$ cat src/shared/irq_bank_pkg.sv
package irq_bank_pkg;
  // register byte offsets of the interrupt bank
  localparam logic [7:0] OFS_EXT_EDGE_SELECT    = 8'h00;
  localparam logic [7:0] OFS_PRIMARY_IRQ_CTRL_0 = 8'h04;
  localparam logic [7:0] OFS_PRIMARY_IRQ_CTRL_1 = 8'h08;
  localparam logic [7:0] OFS_PRIMARY_IRQ_CTRL_2 = 8'h0C;
  localparam logic [7:0] OFS_PRIMARY_IRQ_CTRL_3 = 8'h10;
  localparam logic [7:0] OFS_SHARED_IRQ_GROUP_0 = 8'h14;
  localparam logic [7:0] OFS_SHARED_IRQ_GROUP_1 = 8'h18;
  localparam logic [7:0] OFS_SHARED_IRQ_GROUP_2 = 8'h1C;
  // offsets of the bus-side event status layer
  localparam logic [7:0] OFS_EVT_STATUS         = 8'h20;
  localparam logic [7:0] OFS_EVT_CLEAR          = 8'h24;
  localparam logic [7:0] OFS_EVT_ENABLE         = 8'h28;

  // bank geometry
  localparam int NUM_REGS = 8;
  localparam int NUM_SRC  = 13;
  localparam int EVT_W    = 3;

  // register indices inside the bank
  localparam int IDX_EDGE = 0;
  localparam int IDX_CTRL0 = 1;
  localparam int IDX_CTRL1 = 2;
  localparam int IDX_GRP0 = 5;
  localparam logic [3:0] IDX_STATUS = 4'h8;
  localparam logic [3:0] IDX_CLEAR = 4'h9;
  localparam logic [3:0] IDX_ENABLE = 4'hA;
  localparam logic [3:0] IDX_NONE = 4'hF;

  // implemented bits per register, unimplemented bits read zero
  localparam logic [7:0] IMPL_MASK [NUM_REGS] =
    '{8'h0F, 8'h7F, 8'hFF, 8'hFF, 8'h33, 8'hFF, 8'hFF, 8'h33};
  // power-on value of every implemented bit
  localparam logic [7:0] REG_RESET = 8'h00;

  // bit positions of the global enable and the pin edge fields
  localparam int GLOBAL_EN_BIT = 0;
  localparam int PIN0_FIELD_LSB = 0;
  localparam int PIN1_FIELD_LSB = 2;

  // edge field codes
  localparam logic [1:0] EDGE_OFF  = 2'h0;
  localparam logic [1:0] EDGE_RISE = 2'h1;
  localparam logic [1:0] EDGE_FALL = 2'h2;
  localparam logic [1:0] EDGE_BOTH = 2'h3;

  // primary sources in priority order: register, flag bit, enable bit
  localparam int SRC_REG [NUM_SRC] = '{1, 1, 1, 2, 2, 2, 2, 3, 3, 3, 3, 4, 4};
  localparam int SRC_FLAG [NUM_SRC] = '{4, 5, 6, 4, 5, 6, 7, 4, 5, 6, 7, 4, 5};
  localparam int SRC_EN [NUM_SRC] = '{1, 2, 3, 0, 1, 2, 3, 0, 1, 2, 3, 0, 1};

  // bus responses
  localparam logic [1:0] RESP_OKAY = 2'h0;
  localparam logic [1:0] RESP_SLVERR = 2'h2;
endpackage

$ cat src/rtl/irq_bank.sv
// Functional notes
// - pin1 field codes off, rise, fall, both
// - pin0 field in low two bits
// - unimplemented bits always read zero
// - three shared groups summarised in primary bank
// - ctrl0 pin flags bits 4,5, enables 1,2
// - ctrl0 converter flag bit6, enable bit3
// - ctrl1 overvoltage flag bit7, enable bit3
// - ctrl1 group flags 4..6, enables 0..2
// - ctrl2 tick, uart0, serial flags and enables
// - ctrl3 second spi and uart1 bits
// - group0 holds standard and periodic0 timers
// - group1 holds periodic timers 1 and 2
// - sources set flags; all bits reset zero
// - global enable low blocks every request
// - disabled flag stays recorded, no request
// - servicing clears the global enable
// - group2 holds low voltage and eeprom
//
// The address map and register access over AXI4-Lite were decided locally.
`timescale 1ns/1ps
`default_nettype none
module irq_bank (
  input  wire logic        aclk,
  input  wire logic        aresetn,
  input  wire logic        ce,
  // axi4-lite slave
  input  wire logic [7:0]  s_axi_awaddr,
  input  wire logic        s_axi_awvalid,
  output logic             s_axi_awready,
  input  wire logic [31:0] s_axi_wdata,
  input  wire logic [3:0]  s_axi_wstrb,
  input  wire logic        s_axi_wvalid,
  output logic             s_axi_wready,
  output logic [1:0]       s_axi_bresp,
  output logic             s_axi_bvalid,
  input  wire logic        s_axi_bready,
  input  wire logic [7:0]  s_axi_araddr,
  input  wire logic        s_axi_arvalid,
  output logic             s_axi_arready,
  output logic [31:0]      s_axi_rdata,
  output logic [1:0]       s_axi_rresp,
  output logic             s_axi_rvalid,
  input  wire logic        s_axi_rready,
  // external pins and peripheral event pulses
  input  wire logic [1:0]  ext_pin_in,
  input  wire logic        converter_done_evt,
  input  wire logic        overvolt_evt,
  input  wire logic [1:0]  time_tick_evt,
  input  wire logic [1:0]  uart_evt,
  input  wire logic        serial_module_evt,
  input  wire logic        second_spi_evt,
  input  wire logic        std_timer_period_evt,
  input  wire logic        std_timer_cmpa_evt,
  input  wire logic [2:0]  periodic_timer_period_evt,
  input  wire logic [2:0]  periodic_timer_cmpa_evt,
  input  wire logic        eeprom_write_done_evt,
  input  wire logic        low_voltage_evt,
  // core side request and vector
  output logic             core_irq_req,
  output logic [3:0]       core_irq_vector,
  input  wire logic        core_irq_ack,
  // summary interrupt of the status layer
  output logic             irq_out
);

  // maps a byte address to a register index, unmapped gives none
  function automatic logic [3:0] addr_index(input logic [7:0] addr);
    logic [3:0] idx;
    idx = irq_bank_pkg::IDX_NONE;
    if (addr[1:0] != 2'h0)
      idx = irq_bank_pkg::IDX_NONE;
    else if (addr <= irq_bank_pkg::OFS_SHARED_IRQ_GROUP_2)
      idx = {1'b0, addr[4:2]};
    else if (addr == irq_bank_pkg::OFS_EVT_STATUS)
      idx = irq_bank_pkg::IDX_STATUS;
    else if (addr == irq_bank_pkg::OFS_EVT_CLEAR)
      idx = irq_bank_pkg::IDX_CLEAR;
    else if (addr == irq_bank_pkg::OFS_EVT_ENABLE)
      idx = irq_bank_pkg::IDX_ENABLE;
    return idx;
  endfunction

  // lowest pending source index wins
  function automatic logic [3:0] pick_source(input logic [12:0] pend);
    logic [3:0] sel;
    sel = 4'h0;
    for (int k = irq_bank_pkg::NUM_SRC - 1; k >= 0; k--)
      if (pend[k])
        sel = 4'(k);
    return sel;
  endfunction

  // register bank and pin history
  logic [7:0]  bank_ff [irq_bank_pkg::NUM_REGS];   // interrupt control registers
  logic [7:0]  nxt_bank [irq_bank_pkg::NUM_REGS];  // next value per register
  logic [7:0]  hw_set [irq_bank_pkg::NUM_REGS];    // flag bits raised by sources
  logic [7:0]  hw_clr [irq_bank_pkg::NUM_REGS];    // bits dropped by servicing
  logic [1:0]  pin_prev_ff;                         // pin level one cycle ago

  // bus write path state
  logic        aw_got_ff;        // write address held
  logic        w_got_ff;         // write data held
  logic [7:0]  awaddr_ff;        // held write address
  logic [7:0]  wdata_ff;         // held write data byte
  logic        wstrb0_ff;        // low lane strobe of held data
  logic        awready_ff;
  logic        wready_ff;
  logic        bvalid_ff;
  logic [1:0]  bresp_ff;
  // bus read path state
  logic        arready_ff;
  logic        rvalid_ff;
  logic [31:0] rdata_ff;
  logic [1:0]  rresp_ff;
  // core side and event layer state
  logic        req_ff;           // request presented to the core
  logic [3:0]  vector_ff;        // vector of the presented request
  logic [irq_bank_pkg::EVT_W-1:0] evt_stat_ff;  // sticky events
  logic [irq_bank_pkg::EVT_W-1:0] evt_en_ff;    // event enables
  logic        irq_out_ff;

  // handshakes and decode
  wire         aw_take = s_axi_awvalid & awready_ff;
  wire         w_take = s_axi_wvalid & wready_ff;
  wire         ar_take = s_axi_arvalid & arready_ff;
  wire         wr_fire = aw_got_ff & w_got_ff & ~bvalid_ff;
  wire [3:0]   wr_idx = addr_index(awaddr_ff);
  wire [3:0]   rd_idx = addr_index(s_axi_araddr);
  wire         wr_bank = wr_fire & wstrb0_ff & ~wr_idx[3];
  wire         nxt_aw_got = (aw_got_ff | aw_take) & ~wr_fire;
  wire         nxt_w_got = (w_got_ff | w_take) & ~wr_fire;
  wire         nxt_bvalid = wr_fire | (bvalid_ff & ~s_axi_bready);
  wire         nxt_rvalid = ar_take | (rvalid_ff & ~s_axi_rready);
  wire [1:0]   wr_resp = (wr_idx == irq_bank_pkg::IDX_NONE) ?
                         irq_bank_pkg::RESP_SLVERR : irq_bank_pkg::RESP_OKAY;
  wire [1:0]   rd_resp = (rd_idx == irq_bank_pkg::IDX_NONE) ?
                         irq_bank_pkg::RESP_SLVERR : irq_bank_pkg::RESP_OKAY;

  // edge detection on the external pins
  wire [1:0]   pin_rise = ext_pin_in & ~pin_prev_ff;
  wire [1:0]   pin_fall = ~ext_pin_in & pin_prev_ff;
  wire [1:0]   pin1_edge_field = bank_ff[irq_bank_pkg::IDX_EDGE][3:2];
  wire [1:0]   pin0_edge_field = bank_ff[irq_bank_pkg::IDX_EDGE][1:0];
  // code 0 disables, bit0 picks rising, bit1 picks falling
  wire         pin1_hit = (pin1_edge_field[0] & pin_rise[1])
                        | (pin1_edge_field[1] & pin_fall[1]);
  wire         pin0_hit = (pin0_edge_field[0] & pin_rise[0])
                        | (pin0_edge_field[1] & pin_fall[0]);

  // shared groups: any member flag with its enable set
  wire [2:0]   grp_any;
  genvar g;
  generate
    for (g = 0; g < 3; g++)
    begin : g_group
      assign grp_any[g] = |(bank_ff[irq_bank_pkg::IDX_GRP0 + g][7:4]
                            & bank_ff[irq_bank_pkg::IDX_GRP0 + g][3:0]);
    end
  endgenerate

  // flag bits raised by sources, per register
  assign hw_set[0] = 8'h00;
  assign hw_set[1] = {1'b0, converter_done_evt, pin1_hit, pin0_hit,
                      4'h0};
  assign hw_set[2] = {overvolt_evt, grp_any, 4'h0};
  assign hw_set[3] = {serial_module_evt, uart_evt[0], time_tick_evt,
                      4'h0};
  assign hw_set[4] = {2'h0, uart_evt[1], second_spi_evt, 4'h0};
  assign hw_set[5] = {periodic_timer_cmpa_evt[0], periodic_timer_period_evt[0],
                      std_timer_cmpa_evt, std_timer_period_evt, 4'h0};
  assign hw_set[6] = {periodic_timer_cmpa_evt[2], periodic_timer_period_evt[2],
                      periodic_timer_cmpa_evt[1], periodic_timer_period_evt[1],
                      4'h0};
  assign hw_set[7] = {2'h0, eeprom_write_done_evt, low_voltage_evt,
                      4'h0};

  // pending primary sources: flag and own enable both set
  wire [12:0]  pend;
  genvar k;
  generate
    for (k = 0; k < irq_bank_pkg::NUM_SRC; k++)
    begin : g_pend
      assign pend[k] = bank_ff[irq_bank_pkg::SRC_REG[k]][irq_bank_pkg::SRC_FLAG[k]]
                     & bank_ff[irq_bank_pkg::SRC_REG[k]][irq_bank_pkg::SRC_EN[k]];
    end
  endgenerate

  wire         global_irq_enable =
    bank_ff[irq_bank_pkg::IDX_CTRL0][irq_bank_pkg::GLOBAL_EN_BIT];
  wire         ack_take = core_irq_ack & req_ff;
  wire         nxt_req = global_irq_enable & (|pend) & ~ack_take;
  wire [3:0]   nxt_vector = pick_source(pend);

  // servicing drops the global enable and the served primary flag
  always_comb
  begin
    for (int r = 0; r < irq_bank_pkg::NUM_REGS; r++)
      hw_clr[r] = 8'h00;
    hw_clr[irq_bank_pkg::IDX_CTRL0][irq_bank_pkg::GLOBAL_EN_BIT] = ack_take;
    for (int s = 0; s < irq_bank_pkg::NUM_SRC; s++)
      if (ack_take && vector_ff == 4'(s))
        hw_clr[irq_bank_pkg::SRC_REG[s]][irq_bank_pkg::SRC_FLAG[s]] = 1'b1;
  end

  // next register values: write, then hardware clear, then set wins
  genvar r;
  generate
    for (r = 0; r < irq_bank_pkg::NUM_REGS; r++)
    begin : g_reg
      wire [7:0] base = (wr_bank && wr_idx[2:0] == 3'(r)) ? wdata_ff : bank_ff[r];
      assign nxt_bank[r] = ((base & ~hw_clr[r]) | hw_set[r])
                           & irq_bank_pkg::IMPL_MASK[r];
    end
  endgenerate

  // event layer: taken vector, pin edge, group flag newly raised
  wire [2:0]   evt_now = {|(hw_set[2][6:4] & ~bank_ff[2][6:4]),
                          pin0_hit | pin1_hit, ack_take};
  wire         evt_clr_wr = wr_fire & wstrb0_ff & (wr_idx == irq_bank_pkg::IDX_CLEAR);
  wire         evt_en_wr = wr_fire & wstrb0_ff & (wr_idx == irq_bank_pkg::IDX_ENABLE);
  wire [2:0]   evt_clr_bits = evt_clr_wr ? wdata_ff[2:0] : 3'h0;
  wire [2:0]   nxt_evt_stat = (evt_stat_ff & ~evt_clr_bits) | evt_now;
  wire [2:0]   nxt_evt_en = evt_en_wr ? wdata_ff[2:0] : evt_en_ff;

  // read data selection, narrow data in the low bits
  wire [7:0]   rd_byte = ~rd_idx[3] ? bank_ff[rd_idx[2:0]] :
                         (rd_idx == irq_bank_pkg::IDX_STATUS) ? {5'h00, evt_stat_ff} :
                         (rd_idx == irq_bank_pkg::IDX_ENABLE) ? {5'h00, evt_en_ff} :
                         8'h00;

  // interrupt bank registers, all cleared by reset
  always_ff @(posedge aclk)
  begin
    if (!aresetn)
    begin
      for (int i = 0; i < irq_bank_pkg::NUM_REGS; i++)
        bank_ff[i] <= irq_bank_pkg::REG_RESET;
      pin_prev_ff <= 2'h0;
    end
    else if (ce)
    begin
      for (int i = 0; i < irq_bank_pkg::NUM_REGS; i++)
        bank_ff[i] <= nxt_bank[i];
      pin_prev_ff <= ext_pin_in;
    end
  end

  // write address and data capture, taken in either order
  always_ff @(posedge aclk)
  begin
    if (!aresetn)
    begin
      aw_got_ff <= 1'b0;
      w_got_ff <= 1'b0;
      awaddr_ff <= 8'h00;
      wdata_ff <= 8'h00;
      wstrb0_ff <= 1'b0;
    end
    else if (ce)
    begin
      aw_got_ff <= nxt_aw_got;
      w_got_ff <= nxt_w_got;
      if (aw_take)
        awaddr_ff <= s_axi_awaddr;
      if (w_take)
      begin
        wdata_ff <= s_axi_wdata[7:0];
        wstrb0_ff <= s_axi_wstrb[0];
      end
    end
  end

  // write handshake outputs and response
  always_ff @(posedge aclk)
  begin
    if (!aresetn)
    begin
      awready_ff <= 1'b0;
      wready_ff <= 1'b0;
      bvalid_ff <= 1'b0;
      bresp_ff <= irq_bank_pkg::RESP_OKAY;
    end
    else if (ce)
    begin
      awready_ff <= ~nxt_aw_got & ~nxt_bvalid;
      wready_ff <= ~nxt_w_got & ~nxt_bvalid;
      bvalid_ff <= nxt_bvalid;
      if (wr_fire)
        bresp_ff <= wr_resp;
    end
  end

  // read channel: data registered on the address handshake
  always_ff @(posedge aclk)
  begin
    if (!aresetn)
    begin
      arready_ff <= 1'b0;
      rvalid_ff <= 1'b0;
      rdata_ff <= 32'h0000_0000;
      rresp_ff <= irq_bank_pkg::RESP_OKAY;
    end
    else if (ce)
    begin
      arready_ff <= ~nxt_rvalid;
      rvalid_ff <= nxt_rvalid;
      if (ar_take)
      begin
        rdata_ff <= {24'h00_0000, rd_byte};
        rresp_ff <= rd_resp;
      end
    end
  end

  // request and vector toward the core, event layer and its output
  always_ff @(posedge aclk)
  begin
    if (!aresetn)
    begin
      req_ff <= 1'b0;
      vector_ff <= 4'h0;
      evt_stat_ff <= 3'h0;
      evt_en_ff <= 3'h0;
      irq_out_ff <= 1'b0;
    end
    else if (ce)
    begin
      req_ff <= nxt_req;
      vector_ff <= nxt_vector;
      evt_stat_ff <= nxt_evt_stat;
      evt_en_ff <= nxt_evt_en;
      irq_out_ff <= |(nxt_evt_stat & nxt_evt_en);
    end
  end

  // outputs straight from flip-flops
  assign s_axi_awready = awready_ff;
  assign s_axi_wready = wready_ff;
  assign s_axi_bvalid = bvalid_ff;
  assign s_axi_bresp = bresp_ff;
  assign s_axi_arready = arready_ff;
  assign s_axi_rvalid = rvalid_ff;
  assign s_axi_rdata = rdata_ff;
  assign s_axi_rresp = rresp_ff;
  assign core_irq_req = req_ff;
  assign core_irq_vector = vector_ff;
  assign irq_out = irq_out_ff;

endmodule
`default_nettype wire

$ cat config.mk
export PLATFORM = sky130hd
export DESIGN_NAME = irq_bank
export DESIGN_NICKNAME = d
export VERILOG_FILES = /design/src/shared/irq_bank_pkg.sv /design/src/rtl/irq_bank.sv
export SDC_FILE = /design/constraint.sdc
export NUM_CORES = 1
export LEC_CHECK = 0
export BUFFER_PORTS_ARGS = -buffer_cell sky130_fd_sc_hd__buf_2
export CAP_MARGIN = 20
export CELL_PAD_IN_SITES_DETAIL_PLACEMENT = 1
export CELL_PAD_IN_SITES_GLOBAL_PLACEMENT = 2
export CORE_ASPECT_RATIO = 1.5
export CORE_MARGIN = 4
export CORE_UTILIZATION = 32
export CTS_BUF_LIST = sky130_fd_sc_hd__clkbuf_4 sky130_fd_sc_hd__clkbuf_8 sky130_fd_sc_hd__clkbuf_16
export CTS_CLUSTER_DIAMETER = 60
export DETAILED_ROUTE_END_ITERATION = 8
export GPL_TIMING_DRIVEN = 0
export PLACE_DENSITY_LB_ADDON = 0.1
export SETUP_SLACK_MARGIN = 0.1
export SYNTH_ARGS = -nofsm -noshare
export SYNTH_HDL_FRONTEND = slang
export SYNTH_SLANG_ARGS = --single-unit
$ cat constraint.sdc
create_clock -name aclk -period 2.66 [get_ports aclk]
set_clock_uncertainty 0.2 [all_clocks]
set_input_delay 0 -clock aclk [delete_from_list [all_inputs] [get_ports aclk]]
set_output_delay 0 -clock aclk [all_outputs]
set_load 0.03 [all_outputs]
Yosys cells after proc, flatten, opt, wreduce, memory -nomap -nowiden:

Memories as Yosys holds them, arrays and structs flattened.
Cells that the tools add are included.

* bits in registers: 50
* RAM bits: 64
* bits of input ports: 81
* output and inout port bits: 47
* logic and storage cells: 239
* memories: 1

Memory list
* bank_ff: words 8, width 8, read ports 9, clocked after memory_dff 0, wr ports 8, RTL line irq_bank.sv:95 `logic [7:0] bank_ff [irq_bank_pkg::NUM_REGS];`

* $lt $le $gt $ge: 2
* eq/ne operators: 31
* multiplexer cells: 63
* bitwise operators: 88
* reductions and logical operators: 35

Operators by type and width (number)
* 2-to-1 mux 8 bit: 13
* 2-to-1 mux 4 bit: 20
* == test 8 x 6 -> 1 bit, second input constant: 6
* == test 4 bit, second input constant: 11
* AND 1 bit: 35
* bitwise OR 8 bit: 4
* 2-to-1 mux 3 bit: 8
* logical AND 1 bit: 21
* 2-to-1 mux 1 bit: 17
* AND 8 bit: 2
* == test 4 x 3 -> 1 bit, second input constant: 4
* less-or-equal comparator 8 x 5 -> 1 bit, second input constant: 2
* NOT 8 bit: 2
* bitwise OR 1 bit: 15
* OR reduction 13 bit: 1
* AND 4 bit: 3
* == test 3 bit, second input constant: 4
* 2-to-1 mux 6 bit: 2
* bitwise OR 6 bit: 2
* OR reduction 4 bit: 3
* NOT 1 bit: 10
* AND 3 bit: 3
* == test 4 x 2 -> 1 bit, second input constant: 2
* AND reduction 2 bit: 4
* other kinds (18): 25

Longest topological paths before layout:

An unclocked memory read counts as a cell.

* word-level depth: 15
* depth in mapped cells: 7
* depth with buffers taken out: 5

Least setup slack after synthesis:

No wires, ideal clock.

* kind: register to register
* start point: register s_axi_bvalid (netlist name)
* end point: memory bank_ff[5][0], enable pin
* library setup time: 361 ps
* arrival: 1890 ps
* data required time: 2099 ps
* slack: 208 ps
* stages on the path, launching flop included: 6
* buffers on the path: 1
* period minus slack after synthesis: 2452 ps
* cells stage by stage: dfxtp_1 -> and3b_1 -> clkbuf_1 -> and4_1 -> nand2_1 -> o21ai_0

RTL lines (RTL line)
* to (decl): irq_bank.sv:95

==> flow_summary_export.csv <==
group,metric,value,unit
outcome,status,"completed",
timing,finalSetupViolations,0,
worst_setup_path,endpoint_kind,"flip-flop",
timing,finalCriticalPeriod,2.506,ns
power,power_frac_comb,14.0,%
yosys,syn_area_per_cell,9.163,um^2
placement,place_inst,902,
yosys,synth_cell_type_count,68,
yosys,synth_top_area_share,28.14,%
placement,place_congestion,0.8734,
worst_setup_path,crit_fanout,3,
layout,stdcell_count,966,
timing,rsz0062_at_grt,"no",
route,first_pass_iters,6,
clocking,cts_tree,"done",
yosys,ys_top_cells_by_area,"edfxtp_1, dfxtp_1, nand2_1, mux2i_1, a21oi_1",
clocking,cts_buffer_depth,2,
timing,slew_headroom,32.26,%
timing,worstMarginPinSlew,1.015,ns
timing,finalCritPeriodShare,94.21,%
route,vias,5094,
timing,hold_viol,0,
layout,nNetsFinal,832,
clocking,htree_levels,3,
layout,fill_cells,1959,
floorplanning,dieArea,19200,um^2
timing,setup-tns-final,0,ns
worst_setup_path,r2r_cells,5,
power,pwr-share-clk,38.3,%
yosys,ys_ff_latch,99,
clocking,cts.sinks,99,
floorplanning,die_y,167.7,um
global_route,grt_usage,21.48,%
placement,port_buffers,73,
yosys,ys_seq_area_share,45.79,%
min_path,hp-class,"input pin to flip-flop",
power,p_per_area,532.1,nW/um^2
route,post_drt_wl_per_cell,20.92,um
placement,dpl_cell_area,6165,um^2
min_path,holdCritStartpoint,"s_axi_araddr[4]",
yosys,synth_area,5443,um^2
min_path,worstHoldEndpoint,"s_axi_rdata[2]$_SDFFE_PN0P_",
timing,fmax,399.1,MHz
yosys,postSynthCellCount,594,
layout,final_cell_area,6977,um^2
power,p_int,2.720,mW
global_route,grt_overflow,0,
route,wl,20.21,mm
worst_setup_path,critical_path_required,2.70,ns
floorplanning,start_util,32.47,%
power,pwr-share-seq,47.7,%
run,drv_cap,0,
power,swShare,26.74,%
layout,drive_gt1_share,18.52,%
route,drtIter0Drc,258,
worst_setup_path,worstSetupPathType,"flip-flop to flip-flop",
floorplanning,core_area,16760,um^2
worst_setup_path,r2r_end,"irq_out$_SDFFE_PN0P_",
clocking,cts_buffers,9,
yosys,synth_async_sr_flop_share,0,%
yosys,synth_flop_cell,"edfxtp_1",
clocking,clkLatencyLatePin,0.35,ns
route,drc,0,
timing,hold_slack,0.03305,ns
worst_setup_path,reg2reg_slack,0.15,ns
layout,insertedDiodeCount,0,
floorplanning,num_io_pins,128,
global_route,antenna_found_initial,0,
power,power.total,3.712,mW
worst_setup_path,crit-reg2reg-launch,"bank_ff[6][7]$_SDFFCE_PN0P_",
global_route,grt_pass1_wl,31.50,mm
timing,drv_slew,0,
yosys,synth_enable_flop_cells,51,
route,ant_nets,0,
yosys,yosysTopAreaCell,"edfxtp_1",
power,p_leak,2.867,nW
placement,place_ws,-0.1238,ns
global_route,grt_pass1_vias,5418,
power,worst_ir_drop_vdd,0.3038,mV
floorplanning,num_rows,58,
layout,syn_to_final_growth,28.18,%
placement,dp_hpwl,15.79,mm
worst_setup_path,worstPathArrival,2.54,ns
worst_setup_path,crit_path_start_kind,"flip-flop",
timing,layout_setup_ws,0.1541,ns
power,p_sw,0.9926,mW
global_route,grt_start_max_net_pins,25,
min_path,whs_path_depth,3,
layout,final_util,41.62,%
clocking,cts_root_buf,"clkbuf_16",
yosys,ys_warn_count,0,
clocking,clk_pin_slew_worst_paths,0.07,ns
route,viasPerCell,5.273,
floorplanning,die_w,114.5,um
[cells by family (layout without fill, tap and decap cells)]
group | after synthesis | after routing | share of synthesized area (%)
AO/OA/AOI/OAI | 157 | 157 | 19.49
buffers and inverters | 85 | 222 | 8.505
flip-flops | 99 | 99 | 45.79
multiplexers | 35 | 35 | 6.460
other | 1 | 26 | 0.06890
AND/OR/NAND/NOR | 217 | 217 | 19.68
[state kept, by name (all words and copies together) (netlist names), 2 cells and up]
signal / flops
s_axi_rdata: 8
evt_en_ff: 3
wdata_ff: 8
bank_ff: 51
evt_stat_ff: 3
core_irq_vector: 4
pin_prev_ff: 2
awaddr_ff: 8
[worst max-delay path by stage]
stage / endpoint / slack (ns) / startpoint / depth (start not counted)
floorplan: bank_ff[5][0]$_SDFFCE_PN0P_ / 0.21 / s_axi_bvalid$_SDFFE_PN0P_ / 5
global placement: bank_ff[6][1]$_SDFFCE_PN0P_ / -0.07 / s_axi_bvalid$_SDFFE_PN0P_ / 5
detailed placement: bank_ff[5][1]$_SDFFCE_PN0P_ / -0.12 / s_axi_bvalid$_SDFFE_PN0P_ / 5
CTS: bank_ff[2][1]$_SDFFCE_PN0P_ / 0.11 / s_axi_bvalid$_SDFFE_PN0P_ / 5
global route: bank_ff[5][4]$_SDFFCE_PN0P_ / 0.14 / awaddr_ff[3]$_SDFFE_PN0P_ / 5
finish: irq_out$_SDFFE_PN0P_ / 0.15 / bank_ff[6][7]$_SDFFCE_PN0P_ / 5
[layout make-up]
class | count | area, um^2 | area share [%]
Clock inverter | 7 | 92.59 | 1.327
Inverter | 31 | 116.4 | 1.668
Timing Repair Buffer | 121 | 843.3 | 12.09
Clock buffer | 9 | 225.2 | 3.228
Sequential cell | 99 | 2492 | 35.72
Multi-Input combinational cell | 435 | 2596 | 37.21
Buffer | 54 | 347.8 | 4.986
Tap cell | 210 | 262.8 | 3.766
[layout by cell type, fill, tap and decap left out, types with 3 or more instances in the layout]
master         synthesis  layout
nand2_1               94      94
buf_2                  3      76
a21oi_1               51      51
edfxtp_1              51      51
dfxtp_1               48      48
dlygate4sd3_1          0      47
nor2_1                41      41
mux2i_1               34      34
inv_1                 30      30
buf_4                 26      27
o21ai_0               29      26
conb_1                 1      26
clkbuf_1              20      19
nor3_1                14      14
a22oi_1               14      14
nand3_1               10      10
a221oi_1              10      10
clkbuf_16              0       9
nand2b_1               7       7
nor2b_1                7       7
a211oi_1               7       7
and3_1                 7       7
a22o_1                 7       7
nand4_1                6       6
and2_1                 5       5
a2bb2oi_1              5       5
o21a_1                 4       4
or3_1                  3       3
o41ai_1                4       3
o2bb2ai_1              3       3
o31ai_1                3       3
clkinv_2               0       3
[per-layer routing]
layer  routed length [um]  share of wire (%)  track usage, %
met5                    0                  0               0
met4                  529                2.6           7.494
met3                  626                3.1           2.386
met2                11330                 56           40.43
met1                 7716                 38           24.45
[cell usage after synthesis (3+ instances only)]
cell        n
a211oi_1    7
a21oi_1    51
a221oi_1   10
a22o_1      7
a22oi_1    14
a2bb2oi_1   5
and2_1      5
and3_1      7
buf_2       3
buf_4      26
clkbuf_1   20
dfxtp_1    48
edfxtp_1   51
inv_1      30
mux2i_1    34
nand2_1    94
nand2b_1    7
nand3_1    10
nand4_1     6
nor2_1     41
nor2b_1     7
nor3_1     14
o21a_1      4
o21ai_0    29
o2bb2ai_1   3
o31ai_1     3
o41ai_1     4
or3_1       3
[critical path: stages, from the launching register on]
cell and delay, ns:
edfxtp_1 0.47, a22o_1 0.22, a221oi_1 0.66, o221a_2 0.37
a211oi_1 0.09, a2111o_1 0.38
[power by group through the flow]
stage	combinational [mW]	clock [mW]	sequential [mW]
2_1_floorplan	0.299	0	1.78
3_3_place_gp	0.455	0	1.80
3_5_place_dp	0.462	0	1.80
4_1_cts	0.518	1.44	1.77
5_1_grt	0.570	1.51	1.78
6_report	0.521	1.42	1.77
[what timing repair did]
item | in CTS | in global routing
setup buffers | 0 | 1
endpoints found under the hold margin | 50 | 0
pin swaps | 0 | 1
hold buffers | 47 | 0
setup endpoints to repair | 15 | 26
gates resized for setup | 6 | 2
Power figures use the tool's default switching activity.
